## config.mk

```make
export PLATFORM = sky130hd
export DESIGN_NAME = lcb_pll_config_bank
export DESIGN_NICKNAME = d
export VERILOG_FILES = /design/src/logic/lcb_pkg.sv /design/src/logic/lcb_link_if.sv /design/src/logic/lcb_serial_port.sv /design/src/logic/lcb_pll_config_bank.sv
export VERILOG_INCLUDE_DIRS = /design/src /design/src/logic
export SDC_FILE = /design/constraint.sdc
export NUM_CORES = 1
export LEC_CHECK = 0
export BUFFER_PORTS_ARGS = -buffer_cell sky130_fd_sc_hd__buf_2
export CAP_MARGIN = 10
export CORE_ASPECT_RATIO = 2
export CORE_MARGIN = 4
export CORE_UTILIZATION = 56
export DETAILED_ROUTE_END_ITERATION = 8
export MAX_ROUTING_LAYER = met4
export PLACE_DENSITY = 0.83
export SLEW_MARGIN = 20
export SYNTH_ARGS = -nofsm -noshare
export SYNTH_HDL_FRONTEND = slang
export SYNTH_SLANG_ARGS = --single-unit
```

## constraint.sdc

```tcl
create_clock -name sys_clk -period 20.3 [get_ports sys_clk]
set_clock_uncertainty 0.1 [all_clocks]
set_input_delay 6.09 -clock sys_clk [delete_from_list [all_inputs] [get_ports sys_clk]]
set_output_delay 6.09 -clock sys_clk [all_outputs]
set_load 0.05 [all_outputs]
```

## src/logic/lcb_params.svh

```systemverilog
// Constants of the lock, holdover and configuration register bank.
// Assumes a 20 MHz system clock and 32-bit serial words, address in bits 4:0.
`ifndef LCB_PARAMS_SVH
`define LCB_PARAMS_SVH
// Register addresses carried in the low five bits of each serial word
`define LCB_A_INLOSS 5'h0e
`define LCB_A_MANDAC 5'h0f
`define LCB_A_XTAL 5'h10
`define LCB_A_LFDLY 5'h18
`define LCB_A_RBLOCK 5'h1f
`define LCB_SLOT_NONE 4'hf
`define LCB_SLOT_MANDAC 4'h1
`define LCB_NSLOTS 11
// Reset words, address field included
`define LCB_RST_INLOSS 32'h1200000e
`define LCB_RST_MANDAC 32'h8000800f
`define LCB_RST_XTAL 32'h00000010
`define LCB_RST_LFDLY 32'h000000d8
`define LCB_RST_DACCLK 32'h01010019
`define LCB_RST_L2LOCK 32'h0c08001a
`define LCB_RST_L1REF 32'h1000181b
`define LCB_RST_L2REF 32'h0040301c
`define LCB_RST_CAL 32'h0780061d
`define LCB_RST_L2FB 32'h0200061e
`define LCB_RST_RBLOCK 32'h001f001f
// Field positions
`define LCB_F_ADDR 4:0
`define LCB_F_LOS_EN 28
`define LCB_F_PREDIV_LSB 20
`define LCB_F_HI_TRIP 19:14
`define LCB_F_LO_TRIP 11:6
`define LCB_F_RAIL_EN 5
`define LCB_F_TUNE_DAC_MANUAL_VALUE 31:22
`define LCB_F_MAN_EN 20
`define LCB_F_HO_EXIT 19:6
`define LCB_F_FORCE_HO 5
`define LCB_F_WIN1 7:6
`define LCB_F_DAC_DIV 31:22
`define LCB_F_DLD1 19:6
`define LCB_F_WIN2 31:30
`define LCB_F_DBL 29
`define LCB_F_DLD2 19:6
`define LCB_F_R1 19:6
`define LCB_F_R2 31:20
`define LCB_F_N1 19:6
`define LCB_F_FAST 23
`define LCB_F_P2 26:24
`define LCB_F_N2 22:5
`define LCB_F_RB_LE 21
`define LCB_F_RB_ADDR 20:16
`define LCB_F_WLOCK 5
// Modes and tables
`define LCB_HO_MODE_ON 2'h2
`define LCB_WIN1_TABLE 32'h28140a05
`define LCB_WIN2_TABLE 32'h28140a05
`define LCB_P2_MIN 3'h2
// Timing
`define LCB_CLK_HZ 20000000
`define LCB_LOS_TIMEOUT_NS 1200
`define LCB_LOS_TIMEOUT_CYC ((`LCB_LOS_TIMEOUT_NS * (`LCB_CLK_HZ / 1000000)) / 1000)
`define LCB_RB_LOAD_DELAY 3'h2
`endif

```

## src/logic/lcb_pkg.sv

```systemverilog
// Types shared by the configuration bank and its serial front end.
// Assumes nothing beyond the constants header.
package lcb_pkg;
  typedef logic [31:0] lcb_word_t;
  typedef enum logic {LCB_TRACK, LCB_HOLD} lcb_ho_state_e;
endpackage : lcb_pkg

```

## src/logic/lcb_link_if.sv

```systemverilog
// Word hand-over between the serial front end and the register bank.
// Assumes both ends run on sys_clk.
`timescale 1ns/1ns
`default_nettype none
interface lcb_link_if;
  import lcb_pkg::*;
  logic wordValid;
  lcb_word_t wordData;
  lcb_word_t rdWord;
  logic readbackLatchLevel;
  modport serial (output wordValid, output wordData, input rdWord, input readbackLatchLevel);
  modport bank (input wordValid, input wordData, output rdWord, output readbackLatchLevel);
endinterface : lcb_link_if
`default_nettype wire

```

## src/logic/lcb_serial_port.sv

```systemverilog
// Three-wire serial front end: samples the pins, collects 32-bit words,
// shifts readback data out. Assumes a reset already synchronised to sys_clk.
`timescale 1ns/1ns
`default_nettype none
`include "lcb_params.svh"
module lcb_serial_port (
  // Clock and reset
  input wire logic sys_clk,
  input wire logic rstnSync,
  // Serial pins
  input wire logic serClk,
  input wire logic serData,
  input wire logic serialLatchEnablePin,
  output logic serReadOut,
  // Bank side
  lcb_link_if.serial link
);
  import lcb_pkg::*;
  ////////////////////////////////////////////////////////////////////////////
  logic [2:0] meta_reg;
  logic [2:0] sync_reg;
  logic [1:0] prev_reg;
  lcb_word_t inShift_reg, inShift_next;
  lcb_word_t outShift_reg, outShift_next;
  logic [2:0] loadDly_reg, loadDly_next;
  logic wordValid_reg, wordValid_next;
  lcb_word_t wordData_reg, wordData_next;
  logic clkRise, clkFall, leFall, leEdge;

  assign clkRise = sync_reg[0] && !prev_reg[0];
  assign clkFall = !sync_reg[0] && prev_reg[0];
  assign leFall = !sync_reg[2] && prev_reg[1];
  assign leEdge = sync_reg[2] != prev_reg[1];

  always_comb begin
    inShift_next = inShift_reg;
    outShift_next = outShift_reg;
    loadDly_next = loadDly_reg;
    wordValid_next = 1'b0;
    wordData_next = wordData_reg;
    if (clkRise) begin
      inShift_next = {inShift_reg[30:0], sync_reg[1]};
    end
    if (leFall) begin
      wordValid_next = 1'b1;
      wordData_next = inShift_reg;
    end
    // Reload the readback word two cycles after a latch edge, a cycle before a word written at that edge shows in it
    if (leEdge) begin
      loadDly_next = `LCB_RB_LOAD_DELAY;
    end else if (loadDly_reg != 3'h0) begin
      loadDly_next = loadDly_reg - 3'h1;
    end
    if (loadDly_reg == 3'h1) begin
      outShift_next = link.rdWord;
    end else if (clkFall && sync_reg[2] == link.readbackLatchLevel) begin
      outShift_next = {outShift_reg[30:0], 1'b0};
    end
  end

  // First stage feeds the second only
  always_ff @(posedge sys_clk or negedge rstnSync) begin
    if (!rstnSync) begin
      meta_reg <= 3'h0;
      sync_reg <= 3'h0;
      prev_reg <= 2'h0;
      inShift_reg <= 32'h0;
      outShift_reg <= 32'h0;
      loadDly_reg <= 3'h0;
      wordValid_reg <= 1'b0;
      wordData_reg <= 32'h0;
    end else begin
      meta_reg <= {serialLatchEnablePin, serData, serClk};
      sync_reg <= meta_reg;
      prev_reg <= {sync_reg[2], sync_reg[0]};
      inShift_reg <= inShift_next;
      outShift_reg <= outShift_next;
      loadDly_reg <= loadDly_next;
      wordValid_reg <= wordValid_next;
      wordData_reg <= wordData_next;
    end
  end

  assign serReadOut = outShift_reg[31];
  assign link.wordValid = wordValid_reg;
  assign link.wordData = wordData_reg;
endmodule : lcb_serial_port
`default_nettype wire

```

## src/logic/lcb_pll_config_bank.sv

```systemverilog
// Lock-detect, holdover and divider configuration bank of a dual-loop
// clock cleaner, programmed over a three-wire serial link.
// Assumes phase-detector ticks, phase errors and reference edge pulses
// arrive as one-cycle signals already on sys_clk.
//
// What this block does
// - Leave holdover only after loop-one lock held the programmed tick count.
// - Loop-one lock indication rises after programmed consecutive in-window ticks.
// - Loop-two lock state rises after programmed in-window detector ticks.
// - Two-bit code picks loop-one lock window; code three means 40 ns.
// - Tuning DAC updates at loop-one tick rate over a 10-bit divisor.
// - Manual DAC value drives DAC under override; reading returns live DAC.
// - Manual value used only while the override bit is set.
// - Rail trip unlocks loop one only when rail detection is enabled.
// - Six-bit high and low trip distances also force holdover entry.
// - Loss of signal is flagged per reference while detection is enabled.
// - Each reference has its own divide-by-1/2/4/8 pre-divider.
// - Loop-one reference divider is 14 bits, default 96.
// - Loop-one feedback divider is 14 bits, default 192.
// - Loop-two reference divider is 12 bits, default 4.
// - Loop-two feedback divider is 18 bits, default 48.
// - Loop-two prescaler divides by 2 to 7, default 2.
// - Doubler bit doubles the loop-two reference, cleared by default.
// - Fast detector bit defaults set; host sets it above 100 MHz.
// - Readback returns the register chosen by a five-bit address field.
// - Write-protect bit blocks writes to registers 0 through 30.
// - Loss of loop-one lock enters holdover when holdover mode is 2.
// - A word takes effect on the latch pin falling edge.
`timescale 1ns/1ns
`default_nettype none
`include "lcb_params.svh"
module lcb_pll_config_bank (
  // Clock and reset
  input wire logic sys_clk,
  input wire logic rstn,
  // Serial programming pins
  input wire logic serClk,
  input wire logic serData,
  input wire logic serialLatchEnablePin,
  output logic serReadOut,
  // Phase-detector timing
  input wire logic pd1Tick,
  input wire logic pd2Tick,
  input wire logic [7:0] loop1PhaseErrNs,
  input wire logic [7:0] loop2PhaseErrNs,
  // Reference activity and holdover mode from the mode register
  input wire logic [2:0] refEdge,
  input wire logic [1:0] holdoverMode,
  // Tuning DAC
  input wire logic [9:0] dacTrackValue,
  output logic [9:0] dacValue,
  // Status
  output lcb_pkg::lcb_ho_state_e holdoverState,
  output logic loop1LockInd,
  output logic loop2LockInd,
  output logic [2:0] refLoss,
  // Divider settings
  output logic [2:0][3:0] refPreDivRatio,
  output logic [13:0] loop1RefDivider,
  output logic [13:0] loop1FeedbackDivider,
  output logic [11:0] loop2RefDivider,
  output logic [17:0] loop2FeedbackDivider,
  output logic [2:0] loop2FeedbackPrescaler,
  output logic loop2RefDoublerEnable,
  output logic loop2FastDetectorEnable
);
  import lcb_pkg::*;

  ////////////////////////////////////////////////////////////////////////////
  // Reset release
  logic [1:0] rstSync_reg;
  logic rstnSync;
  always_ff @(posedge sys_clk or negedge rstn) begin
    if (!rstn) begin
      rstSync_reg <= 2'h0;
    end else begin
      rstSync_reg <= {rstSync_reg[0], 1'b1};
    end
  end
  assign rstnSync = rstSync_reg[1];

  ////////////////////////////////////////////////////////////////////////////
  // Serial front end
  lcb_link_if link ();
  lcb_serial_port u_serial (
    .sys_clk(sys_clk),
    .rstnSync(rstnSync),
    .serClk(serClk),
    .serData(serData),
    .serialLatchEnablePin(serialLatchEnablePin),
    .serReadOut(serReadOut),
    .link(link.serial)
  );

  ////////////////////////////////////////////////////////////////////////////
  // Register storage
  localparam lcb_word_t RST_WORDS [0:`LCB_NSLOTS-1] = '{
    `LCB_RST_INLOSS, `LCB_RST_MANDAC, `LCB_RST_XTAL, `LCB_RST_LFDLY,
    `LCB_RST_DACCLK, `LCB_RST_L2LOCK, `LCB_RST_L1REF, `LCB_RST_L2REF,
    `LCB_RST_CAL, `LCB_RST_L2FB, `LCB_RST_RBLOCK};

  // Addresses outside this bank map to no slot and are dropped
  function automatic logic [3:0] slotOf(input logic [4:0] a);
    if (a == `LCB_A_INLOSS) begin
      slotOf = 4'h0;
    end else if (a == `LCB_A_MANDAC) begin
      slotOf = `LCB_SLOT_MANDAC;
    end else if (a == `LCB_A_XTAL) begin
      slotOf = 4'h2;
    end else if (a >= `LCB_A_LFDLY) begin
      slotOf = 4'(a - `LCB_A_LFDLY) + 4'h3;
    end else begin
      slotOf = `LCB_SLOT_NONE;
    end
  endfunction : slotOf

  // Returns {target reached, next count}; count saturates at the target
  function automatic logic [14:0] qualStep(input logic [13:0] cnt,
                                           input logic [13:0] target,
                                           input logic hit);
    logic [14:0] inc;
    inc = {1'b0, cnt} + 15'h1;
    if (!hit) begin
      qualStep = 15'h0;
    end else begin
      qualStep = {inc >= {1'b0, target}, (cnt < target) ? inc[13:0] : cnt};
    end
  endfunction : qualStep

  lcb_word_t regs_reg [0:`LCB_NSLOTS-1];
  lcb_word_t regs_next [0:`LCB_NSLOTS-1];
  lcb_word_t rdWord_reg, rdWord_next;
  logic [9:0] dacDivCnt_reg, dacDivCnt_next, dacValue_reg, dacValue_next;
  logic [3:0] wrSlot, rbSlot;
  logic wrAllowed;

  always_comb begin
    regs_next = regs_reg;
    wrSlot = slotOf(link.wordData[`LCB_F_ADDR]);
    wrAllowed = (link.wordData[`LCB_F_ADDR] == `LCB_A_RBLOCK)
      || !regs_reg[10][`LCB_F_WLOCK];
    if (link.wordValid && wrAllowed && wrSlot != `LCB_SLOT_NONE) begin
      regs_next[wrSlot] = link.wordData;
    end
  end

  always_ff @(posedge sys_clk or negedge rstnSync) begin
    if (!rstnSync) begin
      regs_reg <= RST_WORDS;
    end else begin
      regs_reg <= regs_next;
    end
  end

  // Field views
  logic losDetectEnable, tuneRailDetectEnable, tuneDacOverrideEnable, forceHoldover;
  logic [5:0] highTrip, lowTrip;
  logic [9:0] tuneDacManualValue, dacClkDiv;
  logic [13:0] holdoverExitLockCount, loop1LockQualifyCount, loop2LockQualifyCount;
  logic [1:0] loop1LockWindow, loop2LockWindow;
  assign losDetectEnable = regs_reg[0][`LCB_F_LOS_EN];
  assign highTrip = regs_reg[0][`LCB_F_HI_TRIP];
  assign lowTrip = regs_reg[0][`LCB_F_LO_TRIP];
  assign tuneRailDetectEnable = regs_reg[0][`LCB_F_RAIL_EN];
  assign tuneDacManualValue = regs_reg[1][`LCB_F_TUNE_DAC_MANUAL_VALUE];
  assign tuneDacOverrideEnable = regs_reg[1][`LCB_F_MAN_EN];
  assign holdoverExitLockCount = regs_reg[1][`LCB_F_HO_EXIT];
  assign forceHoldover = regs_reg[1][`LCB_F_FORCE_HO];
  assign loop1LockWindow = regs_reg[3][`LCB_F_WIN1];
  assign dacClkDiv = regs_reg[4][`LCB_F_DAC_DIV];
  assign loop1LockQualifyCount = regs_reg[4][`LCB_F_DLD1];
  assign loop2LockWindow = regs_reg[5][`LCB_F_WIN2];
  assign loop2LockQualifyCount = regs_reg[5][`LCB_F_DLD2];

  ////////////////////////////////////////////////////////////////////////////
  // Readback
  always_comb begin
    rbSlot = slotOf(regs_reg[10][`LCB_F_RB_ADDR]);
    rdWord_next = 32'h0;
    if (rbSlot != `LCB_SLOT_NONE) begin
      rdWord_next = regs_reg[rbSlot];
    end
    if (rbSlot == `LCB_SLOT_MANDAC) begin
      rdWord_next[`LCB_F_TUNE_DAC_MANUAL_VALUE] = dacValue_reg;
    end
  end

  ////////////////////////////////////////////////////////////////////////////
  // Lock detection, holdover and tuning DAC
  lcb_ho_state_e ho_reg, ho_next;
  logic [13:0] lock1Cnt_reg, lock1Cnt_next, lock2Cnt_reg, lock2Cnt_next;
  logic [13:0] hoCnt_reg, hoCnt_next;
  logic lock1_reg, lock1_next, lock2_reg, lock2_next;
  logic [7:0] win1Ns, win2Ns;
  logic in1, in2, atRail, railTrip, dacTick, exitHit;
  logic [14:0] q1, q2, qh;

  always_comb begin
    win1Ns = 8'(`LCB_WIN1_TABLE >> {loop1LockWindow, 3'h0});
    win2Ns = 8'(`LCB_WIN2_TABLE >> {loop2LockWindow, 3'h0});
    in1 = loop1PhaseErrNs <= win1Ns;
    in2 = loop2PhaseErrNs <= win2Ns;
    // Each trip step is sixteen DAC codes
    atRail = (dacValue_reg >= 10'h3ff - {highTrip, 4'h0})
      || (dacValue_reg <= {lowTrip, 4'h0});
    // Held value in holdover would keep tripping forever, so only track mode trips
    railTrip = tuneRailDetectEnable && atRail && ho_reg == LCB_TRACK;
    q1 = qualStep(lock1Cnt_reg, loop1LockQualifyCount, in1);
    q2 = qualStep(lock2Cnt_reg, loop2LockQualifyCount, in2);
    qh = qualStep(hoCnt_reg, holdoverExitLockCount, lock1_reg);

    lock1Cnt_next = lock1Cnt_reg;
    lock1_next = lock1_reg;
    if (railTrip) begin
      lock1Cnt_next = 14'h0;
      lock1_next = 1'b0;
    end else if (pd1Tick) begin
      lock1Cnt_next = q1[13:0];
      lock1_next = q1[14];
    end
    lock2Cnt_next = lock2Cnt_reg;
    lock2_next = lock2_reg;
    if (pd2Tick) begin
      lock2Cnt_next = q2[13:0];
      lock2_next = q2[14];
    end

    ho_next = ho_reg;
    hoCnt_next = hoCnt_reg;
    exitHit = 1'b0;
    unique case (ho_reg)
      LCB_TRACK: begin
        hoCnt_next = 14'h0;
        if (forceHoldover || railTrip
            || (lock1_reg && !lock1_next && holdoverMode == `LCB_HO_MODE_ON)) begin
          ho_next = LCB_HOLD;
        end
      end
      LCB_HOLD: begin
        if (pd1Tick) begin
          hoCnt_next = qh[13:0];
          exitHit = qh[14];
        end
        if (exitHit && !forceHoldover) begin
          ho_next = LCB_TRACK;
        end
      end
    endcase

    dacDivCnt_next = dacDivCnt_reg;
    dacTick = 1'b0;
    if (pd1Tick) begin
      if (dacDivCnt_reg + 10'h1 >= dacClkDiv) begin
        dacDivCnt_next = 10'h0;
        dacTick = 1'b1;
      end else begin
        dacDivCnt_next = dacDivCnt_reg + 10'h1;
      end
    end
    dacValue_next = dacValue_reg;
    if (dacTick) begin
      if (tuneDacOverrideEnable) begin
        dacValue_next = tuneDacManualValue;
      end else if (ho_reg == LCB_TRACK) begin
        dacValue_next = dacTrackValue;
      end
    end
  end

  always_ff @(posedge sys_clk or negedge rstnSync) begin
    if (!rstnSync) begin
      ho_reg <= LCB_TRACK;
      lock1Cnt_reg <= 14'h0;
      lock2Cnt_reg <= 14'h0;
      hoCnt_reg <= 14'h0;
      lock1_reg <= 1'b0;
      lock2_reg <= 1'b0;
      dacDivCnt_reg <= 10'h0;
      dacValue_reg <= 10'h200;
      rdWord_reg <= 32'h0;
    end else begin
      ho_reg <= ho_next;
      lock1Cnt_reg <= lock1Cnt_next;
      lock2Cnt_reg <= lock2Cnt_next;
      hoCnt_reg <= hoCnt_next;
      lock1_reg <= lock1_next;
      lock2_reg <= lock2_next;
      dacDivCnt_reg <= dacDivCnt_next;
      dacValue_reg <= dacValue_next;
      rdWord_reg <= rdWord_next;
    end
  end

  assign link.rdWord = rdWord_reg;
  assign link.readbackLatchLevel = regs_reg[10][`LCB_F_RB_LE];
  assign dacValue = dacValue_reg;
  assign holdoverState = ho_reg;
  assign loop1LockInd = lock1_reg;
  assign loop2LockInd = lock2_reg;

  ////////////////////////////////////////////////////////////////////////////
  // Reference loss and pre-dividers
  localparam logic [7:0] LOS_CYC = 8'(`LCB_LOS_TIMEOUT_CYC);
  logic [2:0][7:0] losCnt_reg, losCnt_next;
  logic [2:0] refLoss_reg, refLoss_next;
  logic [2:0][3:0] preDiv_reg, preDiv_next;

  for (genvar i = 0; i < 3; i++) begin : g_ref
    always_comb begin
      losCnt_next[i] = losCnt_reg[i];
      if (refEdge[i] || !losDetectEnable) begin
        losCnt_next[i] = 8'h0;
      end else if (losCnt_reg[i] != LOS_CYC) begin
        losCnt_next[i] = losCnt_reg[i] + 8'h1;
      end
      refLoss_next[i] = losDetectEnable && losCnt_next[i] == LOS_CYC;
      preDiv_next[i] = 4'h1 << regs_reg[6][`LCB_F_PREDIV_LSB + 2*i +: 2];
    end
    always_ff @(posedge sys_clk or negedge rstnSync) begin
      if (!rstnSync) begin
        losCnt_reg[i] <= 8'h0;
        refLoss_reg[i] <= 1'b0;
        preDiv_reg[i] <= 4'h1;
      end else begin
        losCnt_reg[i] <= losCnt_next[i];
        refLoss_reg[i] <= refLoss_next[i];
        preDiv_reg[i] <= preDiv_next[i];
      end
    end
  end

  assign refLoss = refLoss_reg;
  assign refPreDivRatio = preDiv_reg;

  ////////////////////////////////////////////////////////////////////////////
  // Divider settings; a zero divisor is treated as one, a prescaler below two as two
  logic [13:0] r1_reg, r1_next, n1_reg, n1_next;
  logic [11:0] r2_reg, r2_next;
  logic [17:0] n2_reg, n2_next;
  logic [2:0] p2_reg, p2_next;
  logic dbl_reg, dbl_next, fast_reg, fast_next;

  always_comb begin
    r1_next = regs_reg[6][`LCB_F_R1];
    n1_next = regs_reg[7][`LCB_F_N1];
    r2_next = regs_reg[7][`LCB_F_R2];
    n2_next = regs_reg[9][`LCB_F_N2];
    p2_next = regs_reg[9][`LCB_F_P2];
    if (r1_next == 14'h0) begin
      r1_next = 14'h1;
    end
    if (n1_next == 14'h0) begin
      n1_next = 14'h1;
    end
    if (r2_next == 12'h0) begin
      r2_next = 12'h1;
    end
    if (n2_next == 18'h0) begin
      n2_next = 18'h1;
    end
    if (p2_next < `LCB_P2_MIN) begin
      p2_next = `LCB_P2_MIN;
    end
    dbl_next = regs_reg[5][`LCB_F_DBL];
    fast_next = regs_reg[8][`LCB_F_FAST];
  end

  always_ff @(posedge sys_clk or negedge rstnSync) begin
    if (!rstnSync) begin
      r1_reg <= 14'h60;
      n1_reg <= 14'hc0;
      r2_reg <= 12'h4;
      n2_reg <= 18'h30;
      p2_reg <= 3'h2;
      dbl_reg <= 1'b0;
      fast_reg <= 1'b1;
    end else begin
      r1_reg <= r1_next;
      n1_reg <= n1_next;
      r2_reg <= r2_next;
      n2_reg <= n2_next;
      p2_reg <= p2_next;
      dbl_reg <= dbl_next;
      fast_reg <= fast_next;
    end
  end

  assign loop1RefDivider = r1_reg;
  assign loop1FeedbackDivider = n1_reg;
  assign loop2RefDivider = r2_reg;
  assign loop2FeedbackDivider = n2_reg;
  assign loop2FeedbackPrescaler = p2_reg;
  assign loop2RefDoublerEnable = dbl_reg;
  assign loop2FastDetectorEnable = fast_reg;
endmodule : lcb_pll_config_bank
`default_nettype wire

```

Word level (Yosys, flattened, before mapping)
Cells that the tools add are included.
W data, S select, Z words.
{"block": "op_classes", "addsub": 13, "order_cmp": 17, "eq_ne": 25, "shifts": 5, "mux": 54, "n_bitwise": 3, "reduce_logical": 41}
{"cell": "$bwmux W352", "n": 1}
{"cell": "$mux W32", "n": 6}
{"cell": "$bmux W32 S4", "n": 1}
{"cell": "$demux W32 S4", "n": 1}
{"cell": "$mux W14", "n": 8}
{"cell": "$shr A30 B5 Y8 const A", "n": 2}
{"cell": "$mux W8", "n": 6}
{"cell": "$add A14 B1 Y15 const B", "n": 3}
{"cell": "$ge A15 B14 Y1", "n": 3}
{"cell": "$mux W15", "n": 3}
{"cell": "$lt A14 B14 Y1", "n": 3}
{"cell": "$mux W10", "n": 4}
{"cell": "$mux W4", "n": 8}
{"cell": "$logic_not A14 Y1", "n": 2}
{"cell": "$pmux W14 S2", "n": 1}
{"cell": "$add A8 B1 Y8 const B", "n": 3}
{"cell": "$eq A8 B5 Y1 const B", "n": 3}
{"cell": "$ne A8 B5 Y1 const B", "n": 3}
{"cell": "$eq A5 B4 Y1 const B", "n": 4}
{"cell": "$ge A10 B10 Y1", "n": 2}
{"cell": "$ge A5 B5 Y1 const B", "n": 4}
{"cell": "$logic_not A18 Y1", "n": 1}
{"cell": "$mux W18", "n": 1}
{"cell": "$le A8 B8 Y1", "n": 2}
{"cell": "other kinds (33)", "n": 83}
{"block": "totals", "reg_bits": 661, "inputBits": 38, "output_inout_bits": 92}

Logic depth before layout (Yosys ltp)
Gate-level depths: netlist of run 1.
{"block": "depth", "ltp_word": 12, "depth_mapped": 13}

Hierarchy
A second synthesis of run 1 with hierarchy kept.
{"block": "unflattened", "hier_cells": 2738, "area_unflattened_um2": 32271.0}
{"mod": "lcb_pll_config_bank", "n_inst": 1, "cells_each": 2389, "area_each_um2": 27691.6, "seq_area_each_um2": 13938.4}
{"mod": "lcb_serial_port", "n_inst": 1, "cells_each": 349, "area_each_um2": 4579.4, "seq_area_each_um2": 2702.6}

Least setup slack after synthesis of run 1
Ideal clock, no wire load.
{"block": "synth_timing", "kind": "input port to flip-flop", "start": "input port loop1PhaseErrNs[5]", "end": "register lock1Cnt_reg[6]", "setup_ps": 82, "arrival_time_ps": 7754, "required_ps": 20118, "path_slack_ps": 12364, "stages": 8, "n_path_buf": 1, "cell_sequence": "ha_1 > or4_1 > o41ai_1 > a31oi_1 > a2bb2oi_1 > buf_2 > nand2_1 > a21oi_1"}
{"block": "synth_between", "elab_chain_len": 4, "elab_cells_between_ends": 6, "classes_between": "order compare: 1; eq/ne: 1; mux: 3; reduce/logical: 1"}
{"item": "from (decl)", "line_no": "lcb_pll_config_bank.sv:44", "rtl": "input wire logic [7:0] loop1PhaseErrNs,"}
{"item": "$le A8 B8 Y1 *", "line_no": "lcb_pll_config_bank.sv:201", "rtl": "in1 = loop1PhaseErrNs <= win1Ns;"}
{"item": "$mux W15", "line_no": "lcb_pll_config_bank.sv:123", "rtl": "if (!hit) begin"}
{"item": "$mux W14", "line_no": "lcb_pll_config_bank.sv:217", "rtl": "end else if (pd1Tick) begin"}
{"item": "$mux W14", "line_no": "lcb_pll_config_bank.sv:214", "rtl": "if (railTrip) begin"}
{"item": "to (signal assigned)", "line_no": "lcb_pll_config_bank.sv:283", "rtl": "lock1Cnt_reg <= lock1Cnt_next;"}
{"item": "to (decl)", "line_no": "lcb_pll_config_bank.sv:191", "rtl": "logic [13:0] lock1Cnt_reg, lock1Cnt_next, lock2Cnt_reg, lock2Cnt_next;"}
Mark *: on every way between the ends. The rest lies on a longest branch, timed or not. The select of a mux whose other input is x is not followed.
A chain may end at the register's enable or synchronous reset.

Worst setup path after layout of run 1
Same ends and word-level chain as after synthesis.

==> results of run 1 <==
[Yosys cell counts, types with 13 or more instances]
master,n
sky130_fd_sc_hd__nand2_1,249
sky130_fd_sc_hd__buf_2,52
sky130_fd_sc_hd__dfstp_2,80
sky130_fd_sc_hd__a21oi_1,89
sky130_fd_sc_hd__mux2_2,352
sky130_fd_sc_hd__xor2_1,18
sky130_fd_sc_hd__o31ai_1,15
sky130_fd_sc_hd__nor3_1,20
sky130_fd_sc_hd__o21ai_0,97
sky130_fd_sc_hd__nand2b_1,25
sky130_fd_sc_hd__mux2i_1,90
sky130_fd_sc_hd__dfrtp_1,581
sky130_fd_sc_hd__o22ai_1,21
sky130_fd_sc_hd__nor2_1,115
sky130_fd_sc_hd__and3_1,25
sky130_fd_sc_hd__nor2b_1,28
sky130_fd_sc_hd__o211ai_1,27
sky130_fd_sc_hd__mux2_1,18
sky130_fd_sc_hd__ha_1,138
sky130_fd_sc_hd__and2_1,19
sky130_fd_sc_hd__or2_2,36
sky130_fd_sc_hd__mux2_4,26
sky130_fd_sc_hd__clkbuf_1,139
sky130_fd_sc_hd__inv_1,113
sky130_fd_sc_hd__xnor2_1,40
sky130_fd_sc_hd__nand3_1,93
sky130_fd_sc_hd__o2111ai_1,15
sky130_fd_sc_hd__a32oi_1,13
sky130_fd_sc_hd__a21o_1,16
sky130_fd_sc_hd__nor4_1,13
sky130_fd_sc_hd__nand4_1,21
[logic make-up after synthesis]
| logic type | synth area share |
|---|---|
| mux | 0.177 |
| xor+xnor | 0.0159 |
| fa+ha+maj | 0.0541 |
| flops | 0.522 |
| buf+inv | 0.0419 |
| compound gates | 0.0855 |
| simple gates | 0.104 |
| other cells | 0.000118 |
[cell type report]
type / count / share of cell area
Timing Repair Buffer: 162 / 0.0270
Sequential cell: 661 / 0.476
Antenna cell: 1 / 0.0000715
Tap cell: 750 / 0.0268
Inverter: 113 / 0.0121
Clock buffer: 70 / 0.0444
Clock inverter: 35 / 0.0139
Multi-Input combinational cell: 1788 / 0.400
[power groups by stage]
stage          Sequential (mW)  Combinational, mW  Clock [mW]
2_1_floorplan             1.57              0.237           0
3_3_place_gp              1.57              0.361           0
3_5_place_dp              1.58              0.378           0
4_1_cts                   1.55              0.383        1.20
5_1_grt                   1.57              0.416        1.26
6_report                  1.56              0.383        1.19
[stage by stage]
step | total power, mW | cell area (sq um) | utilization | hold slack [ps]
after floorplan | 1.81 | 31900 | - | 231
after CTS | 3.14 | 34900 | 0.620 | 255
after global routing | 3.24 | 35000 | 0.621 | 261
after detailed placement | 1.96 | 32900 | 0.584 | 237
after global placement | 1.93 | 32900 | 0.584 | 236
final | 3.13 | 35000 | 0.621 | 252
[layer usage]
layer,track usage,part of all wire,vias to the layer above
li1,-,-,9771
met1,0.305,0.35,11400
met2,0.489,0.52,869
met3,0.0354,0.048,325
met4,0.199,0.082,0
met5,-,0,-
[worst reg2reg max path, stage by stage (launching register included)]
cell	delay, ps
sky130_fd_sc_hd__dfrtp_4	1060
sky130_fd_sc_hd__buf_4	920
sky130_fd_sc_hd__buf_4	900
sky130_fd_sc_hd__buf_4	930
sky130_fd_sc_hd__buf_4	670
[worst min-delay path by stage]
stage | end | start | cells past startpoint
2_1_floorplan | rstSync_reg[1]$_DFF_PN0_ | rstSync_reg[0]$_DFF_PN0_ | 0
3_3_place_gp | u_serial.sync_reg[2]$_DFF_PN0_ | u_serial.meta_reg[2]$_DFF_PN0_ | 0
3_5_place_dp | u_serial.sync_reg[2]$_DFF_PN0_ | u_serial.meta_reg[2]$_DFF_PN0_ | 0
4_1_cts | rstSync_reg[1]$_DFF_PN0_ | rstSync_reg[0]$_DFF_PN0_ | 0
5_1_grt | u_serial.sync_reg[2]$_DFF_PN0_ | u_serial.meta_reg[2]$_DFF_PN0_ | 0
6_report | rstSync_reg[1]$_DFF_PN0_ | rstSync_reg[0]$_DFF_PN0_ | 0
[cell usage in the layout (no fill, tap or decap), types with 9 or more instances in the layout]
cell type                   Yosys  routed
sky130_fd_sc_hd__a21o_1        16      16
sky130_fd_sc_hd__a21oi_1       89      88
sky130_fd_sc_hd__a32oi_1       13      13
sky130_fd_sc_hd__and2_1        19      19
sky130_fd_sc_hd__and3_1        25      24
sky130_fd_sc_hd__buf_2         52     129
sky130_fd_sc_hd__buf_4          9      28
sky130_fd_sc_hd__bufinv_16      0      10
sky130_fd_sc_hd__clkbuf_16      0      56
sky130_fd_sc_hd__clkbuf_8       0      10
sky130_fd_sc_hd__clkinv_2       0       9
sky130_fd_sc_hd__dfrtp_1      581     580
sky130_fd_sc_hd__dfstp_2       80      80
sky130_fd_sc_hd__ha_1         138     138
sky130_fd_sc_hd__inv_1        113     113
sky130_fd_sc_hd__mux2_1        18      18
sky130_fd_sc_hd__mux2_2       352     352
sky130_fd_sc_hd__mux2_4        26      26
sky130_fd_sc_hd__mux2i_1       90      90
sky130_fd_sc_hd__nand2_1      249     248
sky130_fd_sc_hd__nand2b_1      25      25
sky130_fd_sc_hd__nand3_1       93      92
sky130_fd_sc_hd__nand4_1       21      21
sky130_fd_sc_hd__nor2_1       115     110
sky130_fd_sc_hd__nor2b_1       28      26
sky130_fd_sc_hd__nor3_1        20      20
sky130_fd_sc_hd__nor4_1        13      13
sky130_fd_sc_hd__o2111ai_1     15      15
sky130_fd_sc_hd__o211ai_1      27      27
sky130_fd_sc_hd__o21a_1        12      12
sky130_fd_sc_hd__o21ai_0       97      97
sky130_fd_sc_hd__o21ai_1       10      10
sky130_fd_sc_hd__o221ai_1      12      12
sky130_fd_sc_hd__o22ai_1       21      21
sky130_fd_sc_hd__o31ai_1       15      15
sky130_fd_sc_hd__or2_2         36      37
sky130_fd_sc_hd__xnor2_1       40      40
sky130_fd_sc_hd__xor2_1        18      18
==> key figures, run 1 <==
Run status
  • Run status: finished, final reports clean

Routing
  • Drt initial violations: 1489
  • Via count: 22300
  • Remaining design rule violation count: 0
  • Routed length per instance: 23.8 um
  • Average via count per standard cell: 6.24
  • Number of nets with antenna violations after routing: 0
  • Total Routed Length: 85400 um
  • First drt pass iteration count: 6

Critical path
  • Worst path slowest cell: sky130_fd_sc_hd__nor3_2
  • CP bufs+invs: 1
  • Worst R2R Start: rstSync_reg[1]$_DFF_PN0_
  • Number of cells on the critical path: 8
  • Endpoint of the worst-slack reg-to-reg timing path: u_serial.outShift_reg[12]$_DFFE_PN0P_
  • Internal reg-to-reg setup slack: 15800 ps
  • Max FO, Critical Path: 14
  • Sort of element at the start of the critical path: primary input
  • Type of the worst setup path: in2reg
  • Critical-path cell list: buf_2 -> ha_1 -> or4_1 -> o41ai_1 -> a31oi_1 -> nor3_2 -> o21ai_0 -> a21oi_1
  • Largest stage delay on the critical path: 820 ps
  • Largest delay share family, worst path: simple AND/OR/NAND/NOR gates
  • First element of the critical path: loop1PhaseErrNs[5]
  • Data arrival, critical path: 8540 ps
  • Critical Path Sink Type: flip-flop
  • Required time of the worst setup path: 20720 ps
  • Worst R2R Path Depth: 4
  • Endpoint of the most critical setup path: lock1Cnt_reg[6]$_DFFE_PN0P_

Placed design
  • Cell count after placement: 3470
  • Number of port buffers: 129
  • Final HPWL DP: 58200 um
  • Post-Place Setup Slack: 11540 ps
  • Final GP Congestion: 0.947

Floorplan
  • Core Area: 0.0563 sq mm
  • Row count: 123
  • Top Ports: 130
  • Horizontal extent of the die: 177 um
  • Total die area: 0.0611 sq mm
  • Die height: 345 um
  • Starting utilization of the core area: 0.566

Clocking
  • Bufs on Longest Clock Path: 3
  • Postcts setup bufs: 0
  • Clock slew at reported path FFs: 70 ps
  • Level count of the clock H-tree: 2
  • Number of gates resized after CTS: 0
  • TritonCTS clock tree: built
  • CTS Root Cell: sky130_fd_sc_hd__clkbuf_16
  • Clock latency of the later-clocked register in the worst-skew pair: 620 ps
  • Cts bufs inserted: 56
  • Total of hold buffers inserted after clock tree synthesis: 0
  • Num Clock Sinks: 661

Yosys
  • Asr flop ratio synth: 1.00
  • Mean Syn Cell Area: 11.5 sq um
  • Cell area after synthesis: 0.0319 sq mm
  • Seq cells post-synth: 661
  • Warning count from the yosys run: 0
  • Number of flops mapped to enable cells by yosys: 0
  • Largest cells by area after synthesis: sky130_fd_sc_hd__dfrtp_1, sky130_fd_sc_hd__mux2_2, sky130_fd_sc_hd__dfstp_2
  • Total nets after synthesis: 2949
  • Distinct cell type count after synthesis: 82
  • Yosys top cell area share: 0.456
  • Primary flip-flop cell chosen by synthesis mapping: sky130_fd_sc_hd__dfrtp_1
  • Part of the Yosys area used for sequential elements: 0.522
  • Cell taking the most area after synthesis: sky130_fd_sc_hd__dfrtp_1
  • Number of instances in the synthesized netlist: 2773

Final layout
  • Area growth, synth to finish: 9.74%
  • Number of flip-flops in the largest register: 279
  • Area of combinational cells with multiple inputs: 0.0140 sq mm
  • Non-filler instance count after layout: 3580
  • Total number of nets in the final design: 2958
  • Fraction of layout instances using a drive strength above 1: 0.282
  • Layout filler cell count: 4273
  • Storage element area: 0.0166 sq mm

Power
  • Largest voltage drop on the vdd net: 94.9 uV
  • Fraction of power consumed by combinational cells: 0.123
  • Power density over cell area: 89.4 mW/mm^2
  • Share of total power consumed by net switching: 0.284
  • Leakage power summed over all cells: 16.4 nW
  • Net switching component of the power: 0.889 mW
  • Clock power share: 0.379
  • Cell-internal power: 2.24 mW
  • Seq pwr share: 0.498

STA
  • Part of the cycle the worst path needs: 0.400
  • Pins over their slew limit: 0
  • Post-route setup TNS: 0 ps
  • Achievable clock frequency: 123 MHz
  • RSZ-0062 raised after global routing: no
  • Setup slack after layout: 12190 ps
  • Count of final hold-check violations: 0
  • Final critical path time including I/O delays and setup: 8110 ps
  • Slew at the pin closest to its max-slew limit: 1150 ps
  • Setup violations, final: 0
  • Max-slew headroom at the worst pin: 0.233

Global route
  • Total gr overflow: 0
  • Global-route total usage across every layer: 0.286
  • Antenna violations before repair: 1
  • Via count of the first global-routing pass: 24000
  • Wire length of the first global-routing pass: 133000 um
  • Pin count of the biggest net entering global routing: 198

Flow run
  • Number of max-cap violations: 0

Hold path
  • Hold Crit Class: reg2reg
Power figures use the tool's default switching activity.
==> run 2: changes to the inputs <==
Clock period 20.3 ns to 7.4 ns, I/O delays scaled along.
==> key figures, run 2 (synthesis results as in run 1) <==
Power
  • Seq pwr share: 0.504 (+0.006)
  • Fraction of power consumed by combinational cells: 0.123 (about the same)
  • Share of total power consumed by net switching: 0.289 (+0.00433)
  • Largest voltage drop on the vdd net: 249 uV (+160%)
  • Net switching component of the power: 2.46 mW (+180%)
  • Leakage power summed over all cells: 16.4 nW (about the same)
  • Final Power: 8.52 mW (+170%)
  • Cell-internal power: 6.06 mW (+170%)
  • Clock power share: 0.373 (-0.006)
  • Power density over cell area: 244 mW/mm^2 (+170%)

Clocking
  • Level count of the clock H-tree: 2 (unchanged)
  • TritonCTS clock tree: built
  • Postcts setup bufs: 0 (unchanged)
  • Bufs on Longest Clock Path: 3 (unchanged)
  • CTS Root Cell: sky130_fd_sc_hd__clkbuf_16
  • Num Clock Sinks: 661 (unchanged)
  • Number of gates resized after CTS: 0 (unchanged)
  • Total of hold buffers inserted after clock tree synthesis: 0 (unchanged)
  • Clock latency of the later-clocked register in the worst-skew pair: 630 ps (about the same)
  • Clock slew at reported path FFs: 70 ps (about the same)
  • Cts bufs inserted: 57 (+1.8%)

Critical path
  • Critical Path Sink Type: flip-flop
  • Internal reg-to-reg setup slack: 3630 ps (-12170 ps)
  • Sort of element at the start of the critical path: primary input
  • Required time of the worst setup path: 7850 ps (-12870 ps)
  • Data arrival, critical path: 4550 ps (-3990 ps)
  • Max FO, Critical Path: 14 (unchanged)
  • Largest stage delay on the critical path: 750 ps (-70 ps)
  • Largest delay share family, worst path: simple AND/OR/NAND/NOR gates
  • Worst path slowest cell: sky130_fd_sc_hd__nor3_2
  • CP bufs+invs: 1 (unchanged)
  • Type of the worst setup path: in2reg
  • Critical-path cell list: buf_2 -> ha_1 -> or4_1 -> o41ai_1 -> a31oi_1 -> nor3_2 -> o21ai_0 -> a21oi_1

STA
  • Max-slew headroom at the worst pin: 0.204 (-0.0289)
  • Pins over their slew limit: 0 (unchanged)
  • Count of final hold-check violations: 0 (unchanged)
  • Part of the cycle the worst path needs: 0.554
  • Post-route setup TNS: 0 ps (unchanged)
  • Achievable clock frequency: 244 MHz
  • Setup violations, final: 0 (unchanged)
  • Setup slack after layout: 3300 ps (-8890 ps)
  • Slew at the pin closest to its max-slew limit: 1190 ps (+46.1 ps)
  • Hold slack final: 232 ps (-20.0 ps)
  • RSZ-0062 raised after global routing: no
  • Final critical path time including I/O delays and setup: 4100 ps

Routing
  • Total Routed Length: 86200 um (+0.99%)
  • Remaining design rule violation count: 0 (unchanged)
  • Routed length per instance: 24.1 um (+0.91%)
  • Via count: 22400 (+0.063%)
  • Average via count per standard cell: 6.24 (about the same)
  • Drt initial violations: 1498 (+0.60%)
  • First drt pass iteration count: 6 (unchanged)
  • Number of nets with antenna violations after routing: 0 (unchanged)

Final layout
  • Commonest non-fill, non-tap cells in the layout: sky130_fd_sc_hd__dfrtp_1, sky130_fd_sc_hd__mux2_2, sky130_fd_sc_hd__nand2_1
  • Finished layout cell area: 0.0350 sq mm (about the same)
  • Area growth, synth to finish: 9.65% (about the same)
  • Total number of nets in the final design: 2958 (unchanged)
  • Non-filler instance count after layout: 3583 (+0.084%)
  • Number of flip-flops in the largest register: 279 (unchanged)
  • Layout filler cell count: 4220 (-1.2%)
  • Most common cell after layout, fill and taps aside: sky130_fd_sc_hd__dfrtp_1
  • Fraction of layout instances using a drive strength above 1: 0.279 (-0.00303)
  • Fin util: 0.621 (about the same)

Floorplan
  • Top Ports: 130 (unchanged)
  • Total die area: 0.0611 sq mm (unchanged)
  • Core Area: 0.0563 sq mm (unchanged)
  • Horizontal extent of the die: 177 um (unchanged)
  • Row count: 123 (unchanged)
  • Starting utilization of the core area: 0.566 (unchanged)
  • Die height: 345 um (unchanged)

Placed design
  • Number of port buffers: 129 (unchanged)
  • Cell count after placement: 3469 (-0.029%)
  • Post-Place Setup Slack: 2590 ps (-8960 ps)
  • Final HPWL DP: 58500 um (+0.56%)
  • Area after DPL: 0.0329 sq mm (about the same)
  • Final GP Congestion: 0.964 (+1.8%)

Global route
  • Via count of the first global-routing pass: 23700 (-1.4%)
  • Antenna violations before repair: 2 (+1)
  • Total gr overflow: 0 (unchanged)
  • Wire length of the first global-routing pass: 134000 um (+0.35%)
  • Global-route total usage across every layer: 0.287 (+0.00119)
  • Pin count of the biggest net entering global routing: 193 (-2.5%)

Flow run
  • Number of max-cap violations: 0 (unchanged)

Run status
  • Run status: finished, final reports clean

Hold path
  • Hold Crit Class: reg2async
[run 2: worst paths after layout]
path,start,endpoint,depth (start not counted)
min in group sys_clk,rstSync_reg[0]$_DFF_PN0_,rstSync_reg[1]$_DFF_PN0_,0
setup / recovery,loop1PhaseErrNs[5],lock1Cnt_reg[5]$_DFFE_PN0P_,8
hold / removal,rstSync_reg[1]$_DFF_PN0_,loop2RefDoublerEnable$_DFF_PN0_,0
hold reg to reg,rstSync_reg[1]$_DFF_PN0_,loop2RefDoublerEnable$_DFF_PN0_,0
setup reg to reg,regs_reg[16]$_DFFE_PN1P_,link.rdWord[30]$_DFF_PN0_,9
max in group asynchronous,rstSync_reg[1]$_DFF_PN0_,link.rdWord[30]$_DFF_PN0_,2
[run 2: routing by layer]
layer,share of wire,global-route usage,vias to the layer above
met5,0,-,-
met4,0.090,0.208,0
met3,0.048,0.0318,374
met2,0.51,0.484,896
met1,0.35,0.312,11300
li1,-,-,9760
[run 2: power groups by stage]
stage                     registers (mW)  clock network (mW)  logic [mW]
after floorplan                     4.30                   0       0.650
after global placement              4.31                   0       0.987
after detailed placement            4.34                   0        1.04
after CTS                           4.28                3.22        1.05
after global routing                4.31                3.35        1.14
final                               4.29                3.18        1.05
[run 2: worst reg2reg max path, stage by stage (launching register included)]
cell	delay (ps)
sky130_fd_sc_hd__dfstp_2	580
sky130_fd_sc_hd__inv_1	80
sky130_fd_sc_hd__ha_1	310
sky130_fd_sc_hd__nand4bb_1	230
sky130_fd_sc_hd__and3_4	870
sky130_fd_sc_hd__buf_4	610
sky130_fd_sc_hd__nand2_1	130
sky130_fd_sc_hd__a21oi_1	190
sky130_fd_sc_hd__a311oi_1	90
sky130_fd_sc_hd__o21ai_1	430
[run 2: final cells by class]
| type | instances | area [sq um] | area share |
|---|---|---|---|
| multi-input cells | 1788 | 14000 | 0.400 |
| clock buffers | 78 | 1600 | 0.0457 |
| clock inverters | 30 | 385 | 0.0110 |
| repair buffers | 161 | 976 | 0.0279 |
| inverters | 113 | 424 | 0.0121 |
| flip-flops and latches | 661 | 16600 | 0.476 |
| well taps | 750 | 938 | 0.0268 |
| diodes | 2 | 5.00 | 0.000143 |
==> run 3: changes to the inputs <==
Clock period 7.4 ns to 3.68 ns, I/O delays scaled along.
==> key figures, run 3 (synthesis results as in run 1) <==
STA
  • Pins over their slew limit: 0 (unchanged)
  • RSZ-0062 raised after global routing: no
  • Hold slack final: 107 ps (-125 ps)
  • Max-slew headroom at the worst pin: 0.290 (+0.0861)
  • Slew at the pin closest to its max-slew limit: 1060 ps (-129 ps)
  • Setup violations, final: 0 (unchanged)
  • Final critical path time including I/O delays and setup: 3450 ps
  • Part of the cycle the worst path needs: 0.937
  • Achievable clock frequency: 290 MHz
  • Count of final hold-check violations: 0 (unchanged)

Critical path
  • Type of the worst setup path: reg2reg
  • Critical Path Sink Type: flip-flop
  • Data arrival, critical path: 3820 ps (-730 ps)
  • Max FO, Critical Path: 29 (+15)
  • Sort of element at the start of the critical path: flip-flop
  • Required time of the worst setup path: 4050 ps (-3800 ps)

Power
  • Power density over cell area: 482 mW/mm^2 (+98%)
  • Leakage power summed over all cells: 16.6 nW (+1.5%)
  • Largest voltage drop on the vdd net: 509 uV (+100%)

Global route
  • Via count of the first global-routing pass: 24000 (+1.2%)
  • Total gr overflow: 0 (unchanged)
  • Global-route total usage across every layer: 0.296 (+0.00879)
  • Pin count of the biggest net entering global routing: 133 (-31%)
  • Antenna violations before repair: 0 (-2)
  • Wire length of the first global-routing pass: 137000 um (+2.6%)

Floorplan
  • Starting utilization of the core area: 0.566 (unchanged)
  • Top Ports: 130 (unchanged)
  • Core Area: 0.0563 sq mm (unchanged)
  • Horizontal extent of the die: 177 um (unchanged)
  • Die height: 345 um (unchanged)
  • Total die area: 0.0611 sq mm (unchanged)
  • Row count: 123 (unchanged)

Run status
  • Run status: finished, final reports clean

Clocking
  • Level count of the clock H-tree: 2 (unchanged)
  • Clock slew at reported path FFs: 70 ps (about the same)
  • Number of gates resized after CTS: 0 (unchanged)
  • Clock latency of the later-clocked register in the worst-skew pair: 630 ps (about the same)
  • TritonCTS clock tree: built
  • Total of hold buffers inserted after clock tree synthesis: 0 (unchanged)
  • CTS Root Cell: sky130_fd_sc_hd__clkbuf_16
  • Cts bufs inserted: 56 (-1.8%)
  • Postcts setup bufs: 0 (unchanged)
  • Num Clock Sinks: 661 (unchanged)
  • Bufs on Longest Clock Path: 3 (unchanged)

Routing
  • Drt initial violations: 1759 (+17%)
  • Via count: 22700 (+1.4%)
  • Remaining design rule violation count: 0 (unchanged)
  • Number of nets with antenna violations after routing: 0 (unchanged)
  • First drt pass iteration count: 6 (unchanged)
  • Average via count per standard cell: 6.26 (+0.30%)
  • Total Routed Length: 88300 um (+2.4%)
  • Routed length per instance: 24.4 um (+1.4%)

Hold path
  • Hold Crit Class: reg2async

Flow run
  • Number of max-cap violations: 0 (unchanged)

Final layout
  • Antenna fix cells: 0 (-2)
  • Total number of nets in the final design: 2999 (+1.4%)
  • Commonest non-fill, non-tap cells in the layout: sky130_fd_sc_hd__dfrtp_1, sky130_fd_sc_hd__mux2_2, sky130_fd_sc_hd__nand2_1
  • Number of flip-flops in the largest register: 279 (unchanged)
  • Most common cell after layout, fill and taps aside: sky130_fd_sc_hd__dfrtp_1
  • Fraction of layout instances using a drive strength above 1: 0.291 (+0.0118)
  • Area growth, synth to finish: 11.0%
  • Non-filler instance count after layout: 3621 (+1.1%)

Placed design
  • Cell count after placement: 3514 (+1.3%)
  • Number of port buffers: 129 (unchanged)
  • Final GP Congestion: 0.964 (about the same)
  • Final HPWL DP: 62900 um (+7.5%)
==> run 3: worst max-delay path, stage by stage (launching register included) <==
cell and delay (ps):
sky130_fd_sc_hd__dfstp_2 400, sky130_fd_sc_hd__inv_1 90, sky130_fd_sc_hd__ha_1 320, sky130_fd_sc_hd__nand4bb_1 220
sky130_fd_sc_hd__and3_4 370, sky130_fd_sc_hd__a21oi_2 800, sky130_fd_sc_hd__buf_4 340, sky130_fd_sc_hd__buf_4 200
sky130_fd_sc_hd__a21oi_1 80, sky130_fd_sc_hd__o21ai_0 370
==> run 3: report_power, final <==
group | switching (mW) | total (mW) | internal [mW] | leakage [nW]
logic | 1.31 | 2.16 | 0.853 | 6.85
registers | 0.842 | 8.64 | 7.80 | 8.82
clock network | 2.83 | 6.26 | 3.43 | 0.968
total | 4.97 | 17.1 | 12.1 | 16.6
==> run 3: per-layer routing <==
metal	wire [um]	track usage	up-vias	part of all wire
met5	0	-	-	0
met2	45600	0.500	976	0.52
met1	30100	0.313	11500	0.34
met3	4500	0.0384	374	0.051
li1	-	-	9836	-
met4	8180	0.222	0	0.093
==> run 3: cell type report <==
type / count / area [sq um]
clock inverters: 29 / 324
multi-input cells: 1788 / 14000
well taps: 750 / 938
clock buffers: 77 / 1630
flip-flops and latches: 661 / 16600
inverters: 113 / 424
fillers: 4332 / 20900
repair buffers: 203 / 1450
==> run 3: path summary, 6_finish.rpt <==
| path | from | to | slack, ps | cells after the start |
|---|---|---|---|---|
| max | regs_reg[16]$_DFFE_PN1P_ | link.rdWord[14]$_DFF_PN0_ | 230 | 9 |
| min | rstSync_reg[1]$_DFF_PN0_ | u_serial.inShift_reg[30]$_DFFE_PN0P_ | 110 | 0 |
| max reg2reg | regs_reg[16]$_DFFE_PN1P_ | link.rdWord[14]$_DFF_PN0_ | 230 | 9 |
| min reg2reg | rstSync_reg[1]$_DFF_PN0_ | u_serial.inShift_reg[30]$_DFFE_PN0P_ | 110 | 0 |
| max in group asynchronous | rstSync_reg[1]$_DFF_PN0_ | loop1RefDivider[5]$_DFF_PN1_ | 2150 | 2 |
| min in group sys_clk | u_serial.meta_reg[0]$_DFF_PN0_ | u_serial.sync_reg[0]$_DFF_PN0_ | 250 | 0 |
==> run 3: stage by stage <==
| step | power (mW) | utilization | setup WS [ps] | TNS (ps) | area (sq um) |
|---|---|---|---|---|---|
| global placement | 10.7 | 0.593 | 422 | 0 | 33400 |
| global route | 17.6 | 0.629 | 115 | 0 | 35400 |
| detailed placement | 10.9 | 0.593 | 302 | 0 | 33400 |
| floorplan | 9.95 | - | -2770 | -1691490 | 31900 |
| CTS | 17.1 | 0.628 | 303 | 0 | 35400 |
| finish | 17.1 | 0.629 | 232 | 0 | 35400 |
